### config.mk
export PLATFORM = sky130hd
export DESIGN_NAME = usr_ctrl
export DESIGN_NICKNAME = d
export VERILOG_FILES = /design/src/usr_pkg.sv /design/src/usr_addr_match.sv /design/src/usr_ctrl.sv
export SDC_FILE = /design/constraint.sdc
export NUM_CORES = 1
export LEC_CHECK = 0
export BUFFER_PORTS_ARGS = -buffer_cell sky130_fd_sc_hd__clkbuf_2
export CELL_PAD_IN_SITES_DETAIL_PLACEMENT = 1
export CELL_PAD_IN_SITES_GLOBAL_PLACEMENT = 2
export CORE_MARGIN = 10
export CORE_UTILIZATION = 37
export CTS_BUF_LIST = sky130_fd_sc_hd__clkbuf_8
export DETAILED_ROUTE_END_ITERATION = 12
export GPL_ROUTABILITY_DRIVEN = 0
export PLACE_DENSITY_LB_ADDON = 0.1
export SYNTH_ARGS = -nofsm -noshare
export SYNTH_HDL_FRONTEND = slang
export SYNTH_SLANG_ARGS = --single-unit
### constraint.sdc
create_clock -name clock -period 2.75 [get_ports clock]
set_input_delay 0.4125 -clock clock [delete_from_list [all_inputs] [get_ports clock]]
set_output_delay 0.4125 -clock clock [all_outputs]
set_load 0.03 [all_outputs]
### src/usr_pkg.sv
// Constants shared by the serial control and status logic
package usr_pkg;
  localparam logic [7:0] ADDR_STATUS = 8'h91;
  localparam logic [7:0] ADDR_CONTROL = 8'h98;
  localparam logic [7:0] ADDR_DATA = 8'h99;
  localparam logic [7:0] ADDR_SLAVE = 8'ha9;
  localparam logic [7:0] ADDR_MASK = 8'hb9;
  localparam logic [7:0] RESET_BYTE = 8'h00;
  // Control register fields
  localparam int CTL_MODE_HI = 7;
  localparam int CTL_MODE_LO = 6;
  localparam int CTL_MPE = 5;
  localparam int CTL_REN = 4;
  localparam int CTL_TB8 = 3;
  localparam int CTL_RB8 = 2;
  localparam int CTL_TI = 1;
  localparam int CTL_RI = 0;
  // Status register fields
  localparam int STA_FE = 7;
  localparam int STA_OVR = 6;
  localparam int STA_COL = 5;
  localparam int STA_DBL = 4;
  localparam int STA_TCLK_HI = 3;
  localparam int STA_TCLK_LO = 2;
  localparam int STA_RCLK_HI = 1;
  localparam int STA_RCLK_LO = 0;
  typedef enum logic [1:0] {
    USR_MODE_SYNC = 2'b00,
    USR_MODE_8BIT = 2'b01,
    USR_MODE_9FIX = 2'b10,
    USR_MODE_9VAR = 2'b11
  } usr_mode_t;
  // Baud source selects
  localparam logic [1:0] CLK_TIMER1 = 2'b00;
  localparam logic [1:0] CLK_TIMER2 = 2'b01;
  localparam logic [1:0] CLK_TIMER3 = 2'b10;
  localparam logic [1:0] CLK_TIMER4 = 2'b11;
endpackage : usr_pkg

### src/usr_addr_match.sv
// Masked and broadcast address recognition for received address bytes
`timescale 1ns/1ps
module usr_addr_match (
  input wire logic [7:0] rx_byte,
  input wire logic [7:0] slave_address_reg,
  input wire logic [7:0] slave_address_mask_reg,
  output logic match
);
  logic [7:0] bcast;
  logic masked_hit;
  logic bcast_hit;
  always_comb begin
    bcast = slave_address_reg | slave_address_mask_reg;
    // Only mask ones are compared; broadcast zeros are don't care
    masked_hit = ((rx_byte ^ slave_address_reg) & slave_address_mask_reg) == 8'h00;
    bcast_hit = (rx_byte & bcast) == bcast;
    match = masked_hit | bcast_hit;
  end
endmodule : usr_addr_match

### src/usr_ctrl.sv
// Control, status and receive qualification for the first serial port
`timescale 1ns/1ps
// Function
// - Flag overrun when unread byte is replaced
// - Flag frame error on low stop bit
// - Two mode bits select four modes
// - Mode 1 enable requires high stop bit
// - Modes 2/3 enable requires ninth bit, address
// - Receive enable gates the receiver
// - Ninth transmit bit used in modes 2/3
// - Ninth receive bit capture per mode
// - Transmit done after bit 8 or stop
// - Receive done on accepted byte
// - Done flags request enabled interrupt
// - Done flags cleared only by software
// - Flag collision on write while transmitting
// - Status register field layout
// - Masked and broadcast address comparison
// - Doubler bit bypasses divide by two
// - Clock selects pick timer baud source
// - Error flags raise no interrupt
module usr_ctrl (
  input wire logic clock,
  input wire logic rstn,
  // Special function register bus
  input wire logic [7:0] sfr_addr,
  input wire logic sfr_wr,
  input wire logic sfr_rd,
  input wire logic [7:0] sfr_wdata,
  output logic [7:0] sfr_rdata,
  // Interrupt
  input wire logic serial_int_enable,
  output logic serial_irq,
  // Shifter side
  input wire logic tx_busy,
  input wire logic tx_bit8_done,
  input wire logic tx_stop_start,
  output logic tx_start,
  output logic [7:0] tx_data,
  output logic tx_ninth_bit,
  input wire logic rx_frame_done,
  input wire logic [7:0] rx_data,
  input wire logic rx_ninth,
  input wire logic rx_stop,
  output logic rx_enable,
  output usr_pkg::usr_mode_t mode,
  output logic baud_div2_bypass,
  output logic [1:0] tx_clk_sel,
  output logic [1:0] rx_clk_sel
);
  import usr_pkg::*;

  // ----------------------------------------
  // State
  // ----------------------------------------
  logic [7:0] serial_control_reg, next_serial_control_reg;
  logic [7:0] serial_status_clksel_reg, next_serial_status_clksel_reg;
  logic [7:0] slave_address_reg, next_slave_address_reg;
  logic [7:0] slave_address_mask_reg, next_slave_address_mask_reg;
  logic [7:0] rx_buffer, next_rx_buffer;
  logic rx_unread, next_rx_unread;
  logic [7:0] next_sfr_rdata;
  logic next_tx_start;
  logic [7:0] next_tx_data;
  logic next_serial_irq;
  logic addr_match;
  usr_mode_t cur_mode;
  logic mpe;
  logic accept;
  logic frame_ok;
  logic line_busy;
  logic data_wr;
  logic data_rd;
  logic tx_done_ev;
  logic frame_err_ev;
  logic load_ev;
  logic overrun_ev;
  logic collision_ev;
  logic start_ev;

  usr_addr_match u_match (
    .rx_byte(rx_data),
    .slave_address_reg(slave_address_reg),
    .slave_address_mask_reg(slave_address_mask_reg),
    .match(addr_match)
  );

  // ----------------------------------------
  // Event decode
  // ----------------------------------------
  always_comb begin
    cur_mode = usr_mode_t'(serial_control_reg[CTL_MODE_HI:CTL_MODE_LO]);
    mpe = serial_control_reg[CTL_MPE];
    frame_ok = rx_frame_done & serial_control_reg[CTL_REN];
    // A start still in flight counts as busy, else a quick second write replaces the first byte
    line_busy = tx_busy | tx_start;
    data_wr = sfr_wr && (sfr_addr == ADDR_DATA);
    data_rd = sfr_rd && (sfr_addr == ADDR_DATA);
    tx_done_ev = (cur_mode == USR_MODE_SYNC) ? tx_bit8_done : tx_stop_start;
    case (cur_mode)
      USR_MODE_SYNC: accept = 1'b1;
      USR_MODE_8BIT: accept = ~mpe | rx_stop;
      USR_MODE_9FIX, USR_MODE_9VAR: accept = ~mpe | (rx_ninth & addr_match);
      default: accept = 1'b0;
    endcase
    // Stop bit has no meaning in the synchronous mode
    frame_err_ev = frame_ok && (cur_mode != USR_MODE_SYNC) && !rx_stop;
    // Load only while the previous done flag is clear
    load_ev = frame_ok && accept && !serial_control_reg[CTL_RI];
    // A read in the same cycle as a load comes too late to count
    overrun_ev = load_ev && rx_unread;
    collision_ev = data_wr && line_busy;
    start_ev = data_wr && !line_busy;
  end

  // ----------------------------------------
  // Next-state logic
  // ----------------------------------------
  always_comb begin
    next_serial_control_reg = serial_control_reg;
    next_serial_status_clksel_reg = serial_status_clksel_reg;
    next_slave_address_reg = slave_address_reg;
    next_slave_address_mask_reg = slave_address_mask_reg;
    next_rx_buffer = rx_buffer;
    next_rx_unread = rx_unread;
    next_tx_start = 1'b0;
    next_tx_data = tx_data;
    next_sfr_rdata = sfr_rdata;
    // Software writes first; hardware sets below so an event wins
    if (sfr_wr) begin
      case (sfr_addr)
        ADDR_CONTROL: next_serial_control_reg = sfr_wdata;
        ADDR_STATUS: next_serial_status_clksel_reg = sfr_wdata;
        ADDR_SLAVE: next_slave_address_reg = sfr_wdata;
        ADDR_MASK: next_slave_address_mask_reg = sfr_wdata;
        default: ;
      endcase
    end
    // A write during transmission is dropped, not queued
    if (start_ev) begin
      next_tx_start = 1'b1;
      next_tx_data = sfr_wdata;
    end
    if (sfr_rd) begin
      case (sfr_addr)
        ADDR_CONTROL: next_sfr_rdata = serial_control_reg;
        ADDR_STATUS: next_sfr_rdata = serial_status_clksel_reg;
        ADDR_SLAVE: next_sfr_rdata = slave_address_reg;
        ADDR_MASK: next_sfr_rdata = slave_address_mask_reg;
        ADDR_DATA: next_sfr_rdata = rx_buffer;
        default: next_sfr_rdata = 8'h00;
      endcase
    end
    if (data_rd) begin
      next_rx_unread = 1'b0;
    end
    if (tx_done_ev) begin
      next_serial_control_reg[CTL_TI] = 1'b1;
    end
    if (frame_err_ev) begin
      next_serial_status_clksel_reg[STA_FE] = 1'b1;
    end
    if (collision_ev) begin
      next_serial_status_clksel_reg[STA_COL] = 1'b1;
    end
    if (overrun_ev) begin
      next_serial_status_clksel_reg[STA_OVR] = 1'b1;
    end
    if (load_ev) begin
      next_rx_buffer = rx_data;
      next_rx_unread = 1'b1;
      next_serial_control_reg[CTL_RI] = 1'b1;
      if (cur_mode == USR_MODE_9FIX || cur_mode == USR_MODE_9VAR) begin
        next_serial_control_reg[CTL_RB8] = rx_ninth;
      end else if (cur_mode == USR_MODE_8BIT && !mpe) begin
        next_serial_control_reg[CTL_RB8] = rx_stop;
      end
    end
    // Error flags deliberately left out of the request
    next_serial_irq = serial_int_enable &
      (next_serial_control_reg[CTL_TI] | next_serial_control_reg[CTL_RI]);
  end

  // ----------------------------------------
  // Registers
  // ----------------------------------------
  always_ff @(posedge clock) begin
    if (!rstn) begin
      serial_control_reg <= RESET_BYTE;
      serial_status_clksel_reg <= RESET_BYTE;
      slave_address_reg <= RESET_BYTE;
      slave_address_mask_reg <= RESET_BYTE;
      rx_buffer <= RESET_BYTE;
      rx_unread <= 1'b0;
      sfr_rdata <= RESET_BYTE;
      tx_start <= 1'b0;
      tx_data <= RESET_BYTE;
      serial_irq <= 1'b0;
      tx_ninth_bit <= 1'b0;
      rx_enable <= 1'b0;
      mode <= USR_MODE_SYNC;
      baud_div2_bypass <= 1'b0;
      tx_clk_sel <= CLK_TIMER1;
      rx_clk_sel <= CLK_TIMER1;
    end else begin
      serial_control_reg <= next_serial_control_reg;
      serial_status_clksel_reg <= next_serial_status_clksel_reg;
      slave_address_reg <= next_slave_address_reg;
      slave_address_mask_reg <= next_slave_address_mask_reg;
      rx_buffer <= next_rx_buffer;
      rx_unread <= next_rx_unread;
      sfr_rdata <= next_sfr_rdata;
      tx_start <= next_tx_start;
      tx_data <= next_tx_data;
      serial_irq <= next_serial_irq;
      tx_ninth_bit <= next_serial_control_reg[CTL_MODE_HI] & next_serial_control_reg[CTL_TB8];
      rx_enable <= next_serial_control_reg[CTL_REN];
      mode <= usr_mode_t'(next_serial_control_reg[CTL_MODE_HI:CTL_MODE_LO]);
      baud_div2_bypass <= next_serial_status_clksel_reg[STA_DBL];
      tx_clk_sel <= next_serial_status_clksel_reg[STA_TCLK_HI:STA_TCLK_LO];
      rx_clk_sel <= next_serial_status_clksel_reg[STA_RCLK_HI:STA_RCLK_LO];
    end
  end
endmodule : usr_ctrl

==> impl_metrics.json <==
{
  "worstPathCellList": "nor2_1 -> o22ai_1 -> o41ai_1 -> o211a_1 -> mux2i_1",
  "fp-row-count": 32,
  "routed_via_density": 5.17,
  "cts_tree": "done",
  "total_leakage_power_uw": 0.00150,
  "hp-class": "in -> reg",
  "worst-path-buf-inv": 0,
  "finalSetupTns_ps": 0,
  "cts_max_path_buffers": 2,
  "io_pins": 62,
  "cts_setup_buffers": 0,
  "setup_violations": 0,
  "p_per_area_nw_per_um2": 519,
  "grt_pass1_vias": 2422,
  "fin_crit_sh_pct": 71.6,
  "cts_resized": 0,
  "pre_cts_ws_ps": 600,
  "drtPass1Iterations": 5,
  "die_h_um": 109,
  "cts_buffers": 9,
  "clk_latency_ps": 340,
  "critPathArrivalTime_ps": 2230,
  "critPathKind": "reg -> reg",
  "syn_avg_cell_area_um2": 9.54,
  "max-vdd-ir-drop_mv": 0.213,
  "die_x_um": 109,
  "grt_setup_unrepaired": "no",
  "holdBufCountCts": 0,
  "ant_nets": 0,
  "critPathSlowestCell": "o41ai_1",
  "ys.flop_type": "dfxtp_1",
  "seq_area_um2": 1200,
  "status": "complete, no violations",
  "fmax_mhz": 508,
  "grt_antenna_before_repair": 0,
  "fin_skew_ps": 8.48,
  "wl_per_cell_um": 18.7,
  "worst_setup_path_end_kind": "flip-flop",
  "yosysUniqueCellTypes": 34,
  "clock-sinks": 60,
  "crit_family": "compound AO/OA/AOI/OAI gates",
  "fin_ws_ps": 782,
  "drtIter0Drc": 133,
  "synth_edf_count": 0,
  "multi_input_area_um2": 1580,
  "grt_use_total_pct": 15.1,
  "yosysWarningCount": 0,
  "grt.overflow.total": 0,
  "root_buffer": "clkbuf_8",
  "cts_htree_levels": 3,
  "period_needed_ps": 1970,
  "io_buffers": 61,
  "die-area_um2": 11800,
  "drc": 0,
  "cap_violations": 0,
  "synthArstFlopShare_pct": 0,
  "tightest_slew_ps": 509,
  "synth_seq_cells": 60,
  "vias": 2429,
  "initial_utilization_pct": 38.0,
  "fill_cells": 939,
  "syn-cell-area_um2": 2920,
  "core_um2": 7690,
  "hold_viol_final": 0,
  "drive_above_1_share_pct": 24.7,
  "path_max_fanout": 8,
  "final_nets": 398,
  "relSlewSlack_pct": 65.6,
  "synth_fp_nets": 341,
  "finalMaxSlewViolations": 0,
  "cp-start-kind": "flip-flop",
  "design_power_total_uw": 1810,
  "grt_pass1_wl_mm": 13.7,
  "dp.final_hpwl_mm": 6.71,
  "crit_required_ps": 3010,
  "wirelength_mm": 8.78,
  "syn_to_final_growth_pct": 19.2,
  "ys_seq_area_share_pct": 41.1,
  "num_antenna_cells": 0,
  "grt_max_degree": 29,
  "clk_pin_slew_ps": 70,
  "cpPeakStageDelay_ps": 540,
  "synthCells": 306
}
metrics by stage:
stage / cells / util (%) / cell area [um2] / hold slack [ps]
after global placement: 454 / 42.7 / 3290 / 443
final: 470 / 45.3 / 3480 / 337
after global routing: 470 / 45.3 / 3480 / 345
after detailed placement: 454 / 42.7 / 3290 / 451
after CTS: 470 / 45.3 / 3480 / 324
after floorplan: 306 / - / 2920 / 431
cell usage in the layout (no fill, tap or decap), types with 4 or more instances in the layout:
cell type  netlist  routed
a21oi_1          8       8
a22oi_1         12      12
nand2_1         27      27
nor2_1          18      18
nor2b_1         38      38
inv_1            2       4
xor2_1           8       8
o221ai_1         8       8
clkbuf_8         0      10
mux2i_1         56      56
dfxtp_1         60      60
o22ai_1          4       4
o21ai_0         11      11
clkbuf_2         0      61
buf_4            8       9
metal layers:
| layer | routed length [um] | GRT usage [%] |
|---|---|---|
| met1 | 4280 | 20.5 |
| met2 | 3870 | 22.4 |
| met3 | 521 | 3.89 |
| met4 | 98 | 5.74 |
| met5 | 0 | 0 |
logic make-up after synthesis:
| group | share of synthesized area [%] |
|---|---|
| DFF | 41.1 |
| AOI/OAI and AO/OA | 13.0 |
| buffers and inverters | 4.88 |
| and+or+nand+nor | 18.3 |
| xor gates and xnor gates | 2.40 |
| muxes | 20.4 |
area by class of cell:
type / count / share of cell area (%)
repair buffers: 70 / 10.7
clock buffers: 10 / 3.96
multi-input cells: 220 / 45.3
inverters: 2 / 0.216
well taps: 102 / 3.67
flip-flops and latches: 60 / 34.5
clock inverters: 6 / 1.62
where the power goes:
part           switching, uW  internal (uW)  total (uW)  leakage [uW]
Combinational           90.2           55.0         145      0.000911
Sequential              3.82            877         881      0.000485
Clock                    345            435         780      0.000109
Total                    439           1370        1810       0.00150
cells in the mapped netlist (3+ instances only):
library cell | number | area [um2]
nor2_1 | 18 | 67.6
mux2_2 | 3 | 33.8
buf_4 | 8 | 60.1
a22oi_1 | 12 | 90.1
xor2_1 | 8 | 70.1
nor2b_1 | 38 | 238
buf_2 | 3 | 15.0
and2_1 | 3 | 18.8
o221ai_1 | 8 | 70.1
o21ai_0 | 11 | 55.1
mux2i_1 | 56 | 561
dfxtp_1 | 60 | 1200
clkbuf_1 | 12 | 45.0
a21oi_1 | 8 | 40.0
o22ai_1 | 4 | 25.0
nand2_1 | 27 | 101
a21boi_0 | 3 | 22.5
worst min-delay path: cells and delay by family:
family | cells | cell delay [ps]
AOI/OAI and AO/OA | 1 | 50
and+or+nand+nor | 1 | 80
buffers and inverters | 1 | 80
final timing paths:
kind                             start      endpoint  slack [ps]  depth (start not counted)
setup reg to reg  slave_address_reg[6]  rx_buffer[3]         780                          5
setup / recovery  slave_address_reg[6]  rx_buffer[3]         780                          5
hold / removal       serial_int_enable    serial_irq         340                          3
hold reg to reg           rx_buffer[0]  rx_buffer[0]         460                          2
No activity file was read; power rests on OpenSTA's default activity.
